### src/pifl_pkg.sv
`default_nettype none
package pifl_pkg;
  // Register select codes on the four select lines
  localparam logic [3:0] PIFL_REG_PORT_B_OUT = 4'h0;
  localparam logic [3:0] PIFL_REG_PORT_A_OUT = 4'h1;
  localparam logic [3:0] PIFL_REG_TIMER_ONE_COUNT_LOW = 4'h4;
  localparam logic [3:0] PIFL_REG_TIMER_ONE_LATCH_HIGH = 4'h7;
  localparam logic [3:0] PIFL_REG_TIMER_TWO_LOW = 4'h8;
  localparam logic [3:0] PIFL_REG_TIMER_TWO_HIGH = 4'h9;
  localparam logic [3:0] PIFL_REG_SHIFT = 4'hA;
  localparam logic [3:0] PIFL_REG_FLAG_STATUS = 4'hD;
  localparam logic [3:0] PIFL_REG_ENABLE_MASK = 4'hE;

  // Bit positions shared by the flag and enable registers
  localparam int PIFL_BIT_A_CTL_TWO = 0;
  localparam int PIFL_BIT_A_CTL_ONE = 1;
  localparam int PIFL_BIT_SHIFT = 2;
  localparam int PIFL_BIT_B_CTL_TWO = 3;
  localparam int PIFL_BIT_B_CTL_ONE = 4;
  localparam int PIFL_BIT_TIMER_TWO = 5;
  localparam int PIFL_BIT_TIMER_ONE = 6;
  localparam int PIFL_BIT_TOP = 7;

  // Reset values
  localparam logic [6:0] PIFL_FLAGS_RST = 7'h00;
  localparam logic [6:0] PIFL_ENABLES_RST = 7'h00;
  localparam logic [7:0] PIFL_RD_DATA_RST = 8'h00;
  localparam logic PIFL_ENABLE_READ_TOP = 1'b1;

  // Set pulses from the timer, shift and port units, msb = bit 6
  typedef struct packed {
    logic timer_one;
    logic timer_two;
    logic port_b_control_one;
    logic port_b_control_two;
    logic shift_register;
    logic port_a_control_one;
    logic port_a_control_two;
  } pifl_src_t;

  // Configuration levels from the peripheral control and aux units
  typedef struct packed {
    logic port_a_two_independent;
    logic port_b_two_independent;
    logic shift_disabled;
  } pifl_mode_t;

  typedef struct packed {
    logic [6:0] flags;
    logic [6:0] enables;
    logic [7:0] rd_data;
    logic rd_oe;
  } pifl_state_t;
endpackage : pifl_pkg
`default_nettype wire

### src/pifl_irq.sv
`default_nettype none
module pifl_irq
  import pifl_pkg::*;
(
  // Clock and reset
  input wire logic i_ref_clk,
  input wire logic i_sys_rst,
  // Host bus
  input wire logic i_select_active_high,
  input wire logic i_select_active_low_n,
  input wire logic i_read_write_n,
  input wire logic [3:0] i_register_select_lines,
  input wire logic [7:0] i_host_data_bus,
  output logic [7:0] o_host_data_bus,
  output logic o_host_data_oe,
  // Other units
  input wire pifl_src_t i_set_events,
  input wire pifl_mode_t i_mode,
  input wire logic [7:0] i_other_read_data,
  // Interrupt request
  output logic o_irq_request_n
);
  pifl_state_t st_ff;
  pifl_state_t nxt_st;
  logic sel;
  logic rd;
  logic wr;
  logic summary;
  logic [6:0] set_v;
  logic [6:0] clr_v;
  logic [6:0] active_v;

  assign sel = i_select_active_high && !i_select_active_low_n;
  assign rd = sel && i_read_write_n;
  assign wr = sel && !i_read_write_n;
  assign set_v = i_set_events;
  assign active_v = st_ff.flags & st_ff.enables;
  assign summary = |active_v;

  always_comb begin
    nxt_st = st_ff;
    clr_v = '0;
    // Register decode; port and shift accesses, timer low-byte reads or high-byte writes, and flag writes clear source flags
    if (!sel) begin
      clr_v = '0;
    end else if (i_register_select_lines == PIFL_REG_PORT_B_OUT) begin
      clr_v[PIFL_BIT_B_CTL_ONE] = 1'b1;
      clr_v[PIFL_BIT_B_CTL_TWO] = !i_mode.port_b_two_independent;
    end else if (i_register_select_lines == PIFL_REG_PORT_A_OUT) begin
      clr_v[PIFL_BIT_A_CTL_ONE] = 1'b1;
      clr_v[PIFL_BIT_A_CTL_TWO] = !i_mode.port_a_two_independent;
    end else if (i_register_select_lines == PIFL_REG_SHIFT) begin
      clr_v[PIFL_BIT_SHIFT] = 1'b1;
    end else if (i_register_select_lines == PIFL_REG_TIMER_TWO_LOW) begin
      clr_v[PIFL_BIT_TIMER_TWO] = rd;
    end else if (i_register_select_lines == PIFL_REG_TIMER_TWO_HIGH) begin
      clr_v[PIFL_BIT_TIMER_TWO] = wr;
    end else if (i_register_select_lines == PIFL_REG_TIMER_ONE_COUNT_LOW) begin
      clr_v[PIFL_BIT_TIMER_ONE] = rd;
    end else if (i_register_select_lines == PIFL_REG_TIMER_ONE_LATCH_HIGH) begin
      clr_v[PIFL_BIT_TIMER_ONE] = wr;
    end else if (i_register_select_lines == PIFL_REG_FLAG_STATUS) begin
      // Bit 7 of the written byte is ignored
      clr_v = wr ? i_host_data_bus[6:0] : 7'h00;
    end else if (i_register_select_lines == PIFL_REG_ENABLE_MASK) begin
      if (wr && i_host_data_bus[PIFL_BIT_TOP]) begin
        nxt_st.enables = st_ff.enables | i_host_data_bus[6:0];
      end else if (wr) begin
        nxt_st.enables = st_ff.enables & ~i_host_data_bus[6:0];
      end
    end
    // Flags hold until cleared; a same-cycle set wins
    nxt_st.flags = (st_ff.flags & ~clr_v) | set_v;
    // Shift flag is held low while the shifter is disabled
    if (i_mode.shift_disabled) begin
      nxt_st.flags[PIFL_BIT_SHIFT] = 1'b0;
    end
    // Read data is captured on each read access; bus is released when not reading
    nxt_st.rd_oe = rd;
    if (rd) begin
      if (i_register_select_lines == PIFL_REG_FLAG_STATUS) begin
        nxt_st.rd_data = {summary, st_ff.flags};
      end else if (i_register_select_lines == PIFL_REG_ENABLE_MASK) begin
        nxt_st.rd_data = {PIFL_ENABLE_READ_TOP, st_ff.enables};
      end else begin
        nxt_st.rd_data = i_other_read_data;
      end
    end
  end

  always_ff @(posedge i_ref_clk) begin
    if (i_sys_rst) begin
      st_ff.flags <= PIFL_FLAGS_RST;
      st_ff.enables <= PIFL_ENABLES_RST;
      st_ff.rd_data <= PIFL_RD_DATA_RST;
      st_ff.rd_oe <= 1'b0;
    end else begin
      st_ff <= nxt_st;
    end
  end

  // Data holds its last value while the bus is released
  assign o_host_data_bus = st_ff.rd_data;
  assign o_host_data_oe = st_ff.rd_oe;
  // Always driven both ways
  assign o_irq_request_n = !summary;

  a_irq_follows_set: assert property (
    @(posedge i_ref_clk) disable iff (i_sys_rst)
    (|(set_v & st_ff.enables) && !(wr && i_register_select_lines == PIFL_REG_ENABLE_MASK)
     && !i_mode.shift_disabled)
    |=> !o_irq_request_n)
    else $error("request not low after enabled flag set");

  a_summary_read: assert property (
    @(posedge i_ref_clk) disable iff (i_sys_rst)
    (rd && i_register_select_lines == PIFL_REG_FLAG_STATUS)
    |=> o_host_data_oe && (o_host_data_bus[7] == !$past(o_irq_request_n))
    && (o_host_data_bus[6:0] == $past(st_ff.flags)))
    else $error("flag read mismatches state");

  a_flag_write_clear: assert property (
    @(posedge i_ref_clk) disable iff (i_sys_rst)
    (wr && i_register_select_lines == PIFL_REG_FLAG_STATUS && set_v == 7'h00
     && !i_mode.shift_disabled)
    |=> ((st_ff.flags & $past(i_host_data_bus[6:0])) == 7'h00)
    && ((st_ff.flags | $past(i_host_data_bus[6:0])) ==
        ($past(st_ff.flags) | $past(i_host_data_bus[6:0]))))
    else $error("flag write did not clear ones only");

  a_top_write_inert: assert property (
    @(posedge i_ref_clk) disable iff (i_sys_rst)
    (wr && i_register_select_lines == PIFL_REG_FLAG_STATUS && i_host_data_bus == 8'h80
     && !i_mode.shift_disabled)
    |=> st_ff.flags == ($past(st_ff.flags) | $past(set_v)))
    else $error("writing summary bit changed flags");

  a_enable_clear: assert property (
    @(posedge i_ref_clk) disable iff (i_sys_rst)
    (wr && i_register_select_lines == PIFL_REG_ENABLE_MASK && !i_host_data_bus[7])
    |=> st_ff.enables == ($past(st_ff.enables) & ~$past(i_host_data_bus[6:0])))
    else $error("enable clear wrong");

  a_enable_set: assert property (
    @(posedge i_ref_clk) disable iff (i_sys_rst)
    (wr && i_register_select_lines == PIFL_REG_ENABLE_MASK && i_host_data_bus[7])
    |=> st_ff.enables == ($past(st_ff.enables) | $past(i_host_data_bus[6:0])))
    else $error("enable set wrong");

  a_enable_read: assert property (
    @(posedge i_ref_clk) disable iff (i_sys_rst)
    (rd && i_register_select_lines == PIFL_REG_ENABLE_MASK)
    |=> o_host_data_bus == {1'b1, $past(st_ff.enables)})
    else $error("enable read wrong");

  a_flags_sticky: assert property (
    @(posedge i_ref_clk) disable iff (i_sys_rst)
    (!sel && !i_mode.shift_disabled)[*2]
    |-> (st_ff.flags & $past(st_ff.flags)) == $past(st_ff.flags))
    else $error("flag self-cleared");

  a_timer_read_clear: assert property (
    @(posedge i_ref_clk) disable iff (i_sys_rst)
    (rd && i_register_select_lines == PIFL_REG_TIMER_ONE_COUNT_LOW && !i_set_events.timer_one)
    |=> !st_ff.flags[PIFL_BIT_TIMER_ONE])
    else $error("timer one flag not cleared");

  a_timer_two_clear: assert property (
    @(posedge i_ref_clk) disable iff (i_sys_rst)
    (wr && i_register_select_lines == PIFL_REG_TIMER_TWO_HIGH && !i_set_events.timer_two)
    |=> !st_ff.flags[PIFL_BIT_TIMER_TWO])
    else $error("timer two flag not cleared");

  a_port_b_clear: assert property (
    @(posedge i_ref_clk) disable iff (i_sys_rst)
    (sel && i_register_select_lines == PIFL_REG_PORT_B_OUT && !i_set_events.port_b_control_one)
    |=> !st_ff.flags[PIFL_BIT_B_CTL_ONE])
    else $error("port line flag not cleared");

  a_indep_kept: assert property (
    @(posedge i_ref_clk) disable iff (i_sys_rst)
    (sel && i_register_select_lines == PIFL_REG_PORT_A_OUT && i_mode.port_a_two_independent)
    |=> (st_ff.flags[PIFL_BIT_A_CTL_TWO] == $past(st_ff.flags[PIFL_BIT_A_CTL_TWO])
    || $past(i_set_events.port_a_control_two)))
    else $error("independent flag cleared by port access");

  a_shift_held_low: assert property (
    @(posedge i_ref_clk) disable iff (i_sys_rst)
    i_mode.shift_disabled |=> !st_ff.flags[PIFL_BIT_SHIFT])
    else $error("shift flag set while shifter off");

  a_bus_release: assert property (
    @(posedge i_ref_clk) disable iff (i_sys_rst)
    !rd |=> !o_host_data_oe && $stable(o_host_data_bus))
    else $error("bus driven when not reading");

  a_reset_clears: assert property (
    @(posedge i_ref_clk) disable iff (i_sys_rst)
    $fell(i_sys_rst) |-> st_ff.flags == 7'h00 && st_ff.enables == 7'h00 && o_irq_request_n)
    else $error("reset left state");

  a_set_wins: assert property (
    @(posedge i_ref_clk) disable iff (i_sys_rst)
    (rd && i_register_select_lines == PIFL_REG_TIMER_ONE_COUNT_LOW && i_set_events.timer_one)
    |=> st_ff.flags[PIFL_BIT_TIMER_ONE])
    else $error("set lost to clear");
endmodule : pifl_irq
`default_nettype wire

### config.mk
export PLATFORM = sky130hd
export DESIGN_NAME = pifl_irq
export DESIGN_NICKNAME = d
export VERILOG_FILES = /design/src/pifl_pkg.sv /design/src/pifl_irq.sv
export SDC_FILE = /design/constraint.sdc
export NUM_CORES = 1
export LEC_CHECK = 0
export BUFFER_PORTS_ARGS = -buffer_cell sky130_fd_sc_hd__buf_4
export CORE_MARGIN = 2
export CORE_UTILIZATION = 35
export CTS_BUF_LIST = sky130_fd_sc_hd__clkbuf_16
export DETAILED_ROUTE_END_ITERATION = 7
export PLACE_DENSITY = 0.64
export SLEW_MARGIN = 20
export SYNTH_ARGS = -nofsm -noshare
export SYNTH_HDL_FRONTEND = slang
export SYNTH_SLANG_ARGS = --single-unit
### constraint.sdc
create_clock -name i_ref_clk -period 1.1 [get_ports i_ref_clk]
set_input_delay 0.055 -clock i_ref_clk [delete_from_list [all_inputs] [get_ports i_ref_clk]]
set_output_delay 0.055 -clock i_ref_clk [all_outputs]
set_load 0.02 [all_outputs]
After elaboration in Yosys (flattened, before gate mapping):

Cells that the tools add are included.

* eq/ne operators: 8
* mux-type cells: 33
* bitwise logic cells: 15
* reductions and logical operators: 14

Operators with widths (number)
* 7-bit 2-to-1 mux: 13
* 7-bit bitwise AND: 3
* 4-bit equality test, second input constant: 5
* 8-bit 2-to-1 mux: 2
* 5-bit 2-to-1 mux: 3
* 7-bit inverter: 2
* 7-bit OR: 2
* 6-bit 2-to-1 mux: 2
* 11-bit AND reduction: 1
* 4-bit by 3-bit equality test with 1-bit output, second input constant: 2
* 2-bit 2-to-1 mux: 4
* 1-bit inverter: 8
* 1-bit 2-to-1 mux: 7
* 7-bit OR reduction: 1
* 1-bit logical NOT: 5
* 4-bit by 1-bit equality test with 1-bit output, second input constant: 1
* 1-bit logical AND: 4
* 4-bit logical NOT: 1
* 4-bit 2-to-1 mux: 1
* 3-bit 2-to-1 mux: 1
* 2-bit nonzero test: 1
* 2-bit OR reduction: 1

* flip-flop bits (word level): 23
* input port bits: 35
* output and inout bits: 10
* word-level logic and storage cells: 75

Logic depth before layout (Yosys ltp):

* word-level depth: 24
* mapped depth: 6
* gate-level depth less buffers: 4

Worst setup path after synthesis:

OpenSTA, ideal clock, no wires.

* kind: register to register
* start: register st_ff[18] in the netlist's numbering
* end: register st_ff, in the netlist o_host_data_bus[7]
* setup time: 128 ps
* arrival: 1108 ps
* required time: 972 ps
* path slack: -136 ps
* cell stages (with the launch flop): 5
* buffers on the path: 0
* clock period less this slack: 1236 ps
* path through: dfxtp_1 -> a222oi_1 -> and3_1 -> a221o_1 -> nor2_1

* longest elaborated chain between the ends: 3

RTL lines
* from (decl): line pifl_irq.sv:23 `pifl_state_t st_ff;`
* from (signal assigned): line pifl_irq.sv:98 `st_ff <= nxt_st;`
* 7-bit bitwise AND: line pifl_irq.sv:37 `assign active_v = st_ff.flags & st_ff.enables;`
* 7-bit OR reduction: line pifl_irq.sv:38 `assign summary = |active_v;`
* 8-bit 2-to-1 mux: line pifl_irq.sv:81 `if (i_register_select_lines == PIFL_REG_FLAG_STATUS) begin`

No other way between the ends.
A chain may end at the register's enable or synchronous reset.

==> results.py <==
metrics = {
    "floorplan": {
        "fp.dieArea_um2": 4250,
        "dieHeight_um": 65.2,
        "rows": 22,
        "coreArea_um2": 3630,
        "num_io_pins": 45,
        "die-width_um": 65.2,
        "initial_core_util_pct": 36.1,
    },
    "worst_setup_path": {
        "crit_arrival_ns": 1.27,
        "cp_slowest_cell": "a222oi_1",
        "timing.critical_path.buf_inv": 1,
        "path_delay_family": "compound AO/OA/AOI/OAI gates",
        "path_max_fanout": 2,
        "crit_type": "reg2out",
        "crit_chain": "a222oi_1 -> and3_4 -> buf_6",
        "critical_path.endpoint": "o_irq_request_n",
        "cp.depth": 3,
        "required_ns": 1.04,
        "end_kind": "output port",
        "rr_worst_depth": 5,
        "r2r_slack_ns": -0.16,
        "timing.rr.end": "o_host_data_bus[7]",
        "startpoint_type": "register",
        "cpPeakStageDelay_ns": 0.34,
    },
    "layout": {
        "postLayoutCellArea_um2": 1900,
        "syn2layout_area_growth_pct": 45.4,
        "layout.cells.non_filler": 271,
        "final_util_pct": 52.4,
        "final_nets": 259,
        "n_antenna_cell": 0,
        "fillers": 367,
        "drive_above_1_share_pct": 35.4,
        "ff_latch_area_um2": 462,
        "layout_common_cells": "69 x buf_4, 29 x nor2_1, 22 x nand2_1, 22 x dfxtp_1, 10 x a21oi_1",
        "multi_input_area_um2": 728,
        "mostFrequentLayoutCell": "buf_4",
    },
    "clock_tree": {
        "cts_tree": "built",
        "ctsRootBufferMaster": "clkbuf_16",
        "clock-sinks": 23,
        "cts_buffer_depth": 2,
        "clk_latency_ns": 0.25,
        "cts_made_buffers": 3,
        "path_clk_slew_ns": 0.06,
        "htree_levels": 1,
    },
    "outcome": {
        "status": "finished, violations left",
        "violations": "negative setup slack",
    },
    "sta": {
        "fin_ws_ns": -0.224,
        "max_freq_mhz": 755,
        "slew_violations": 0,
        "finalHoldViolations": 0,
        "clock_skew_ns": 0.00191,
        "maxSlewHeadroom_pct": 75.0,
        "tightest_slew_ns": 0.372,
        "fin_crit_ns": 1.32,
        "rsz0062_at_grt": "true",
        "period_share_pct": 120,
        "setup-tns-final_ns": -0.381,
        "setup_violations": 2,
    },
    "routing": {
        "first_pass_iters": 4,
        "antenna_left": 0,
        "drt-total-wl_um": 3480,
        "drc": 0,
        "post_drt_via_cell_ratio": 5.03,
        "vias": 1364,
        "post_drt_wl_per_cell_um": 12.8,
        "drtIter0Drc": 35,
    },
    "synth": {
        "ys_warn_count": 0,
        "synth.net_count": 201,
        "yosys.area.top_type_share_pct": 35.1,
        "syn-cell-area_um2": 1310,
        "syn_avg_cell_area_um2": 7.89,
        "synth-seq-cells": 23,
        "synthDistinctLibCells": 39,
        "yosysSeqAreaShare_pct": 35.1,
        "synth_area_leaders": "dfxtp_1 35%, nor2_1 8.3%, nand2_1 6.3%",
        "synthCells": 166,
        "yosysTopAreaCell": "dfxtp_1",
    },
    "grt": {
        "grt_pass1_wl_um": 5880,
        "grt.total_usage_pct": 17.4,
        "antenna_found_initial": 0,
        "first_global_vias": 1328,
        "grt-ovfl-total": 0,
        "grt_max_degree": 24,
    },
    "pwr": {
        "power_density_nw_per_um2": 1070,
        "irDropWorstVdd_v": 0.000638,
        "leakage_uw": 0.000878,
    },
    "placement": {
        "dp.cells": 265,
        "port_buffers": 44,
        "pre_cts_slack_ns": -0.114,
        "dp_hpwl_um": 2720,
        "gp_congestion": 0.845,
        "place_area_um2": 1800,
    },
    "min_path": {
        "min_path_type": "in2reg",
    },
    "flow_run": {
        "cap_violations": 0,
    },
}
cell type report:
class	count	share of cell area [%]
multi-input combinational	120	38.2
timing repair buffer	72	29.4
sequential	23	24.2
clock buffer	3	3.94
tap	48	3.15
inverter	4	0.788
clock inverter	1	0.263
metrics by stage:
| stage | total power [uW] | hold WS (ns) |
|---|---|---|
| 6_report | 2030 | 0.0115 |
| 5_1_grt | 2130 | 0.0209 |
| 4_1_cts | 2060 | 0.0152 |
| 3_5_place_dp | 1270 | 0.238 |
| 3_3_place_gp | 1260 | 0.240 |
| 2_1_floorplan | 1060 | 0.128 |
cells in the mapped netlist (all sizes together):
cell type	n
a211oi	3
a21boi	1
a21o	1
a21oi	10
a221o	1
a222oi	1
a22o	1
a22oi	2
a311o	7
a31oi	1
a41oi	1
and3	1
and4b	2
buf	14
clkbuf	5
dfxtp	23
inv	4
mux2i	7
nand2	22
nand2b	1
nand3	7
nand3b	2
nand4	2
nand4b	2
nor2	29
nor2b	2
nor3	2
nor3b	3
nor4	3
nor4b	1
nor4bb	1
o211ai	1
o2bb2ai	1
o31ai	1
o41ai	1
tightest hold or removal path, delay by kind of cell:
family,cells,cell delay [ns]
compound gates,1,0.03
simple gates,1,0.07
buf+inv,1,0.08
worst min path at each step:
stage / start / depth (start not counted) / endpoint / slack, ns
final: i_set_events[1] / 3 / st_ff[17] / 0.01
after CTS: i_set_events[1] / 3 / st_ff[17] / 0.02
after global routing: i_set_events[1] / 3 / st_ff[17] / 0.02
after detailed placement: i_mode[0] / 2 / st_ff[18] / 0.24
after global placement: i_mode[0] / 2 / st_ff[18] / 0.24
after floorplan: i_sys_rst / 1 / st_ff[16] / 0.13
what timing repair did:
item | in CTS | in global routing
buffers inserted | 0 | 1
gates resized for setup | 1 | 1
pin swaps | 2 | 2
setup endpoints to repair | 2 | 2
endpoints found under the hold margin | 1 | 0
hold buffers | 1 | 0
report_power, final:
part | internal [uW] | switching, uW
registers | 863 | 19.1
clock network | 488 | 290
logic | 201 | 167
total | 1550 | 476
cell families (layout without fill, tap and decap cells):
family / count (synthesis) / count (layout) / share of synthesized area [%]
buffers and inverters: 23 / 80 / 10.1
AND/OR/NAND/NOR: 80 / 80 / 30.4
flip-flops: 23 / 23 / 35.1
multiplexers: 7 / 7 / 5.35
AO/OA/AOI/OAI: 33 / 33 / 19.0
metal layers:
metal	vias up	part of all wire [%]	GRT usage (%)
met5	-	0	0
met2	30	49	30.9
met3	0	5.2	3.94
met1	630	46	22.3
met4	0	0	1.82
li1	704	-	-
No activity file was read; power rests on OpenSTA's default activity.
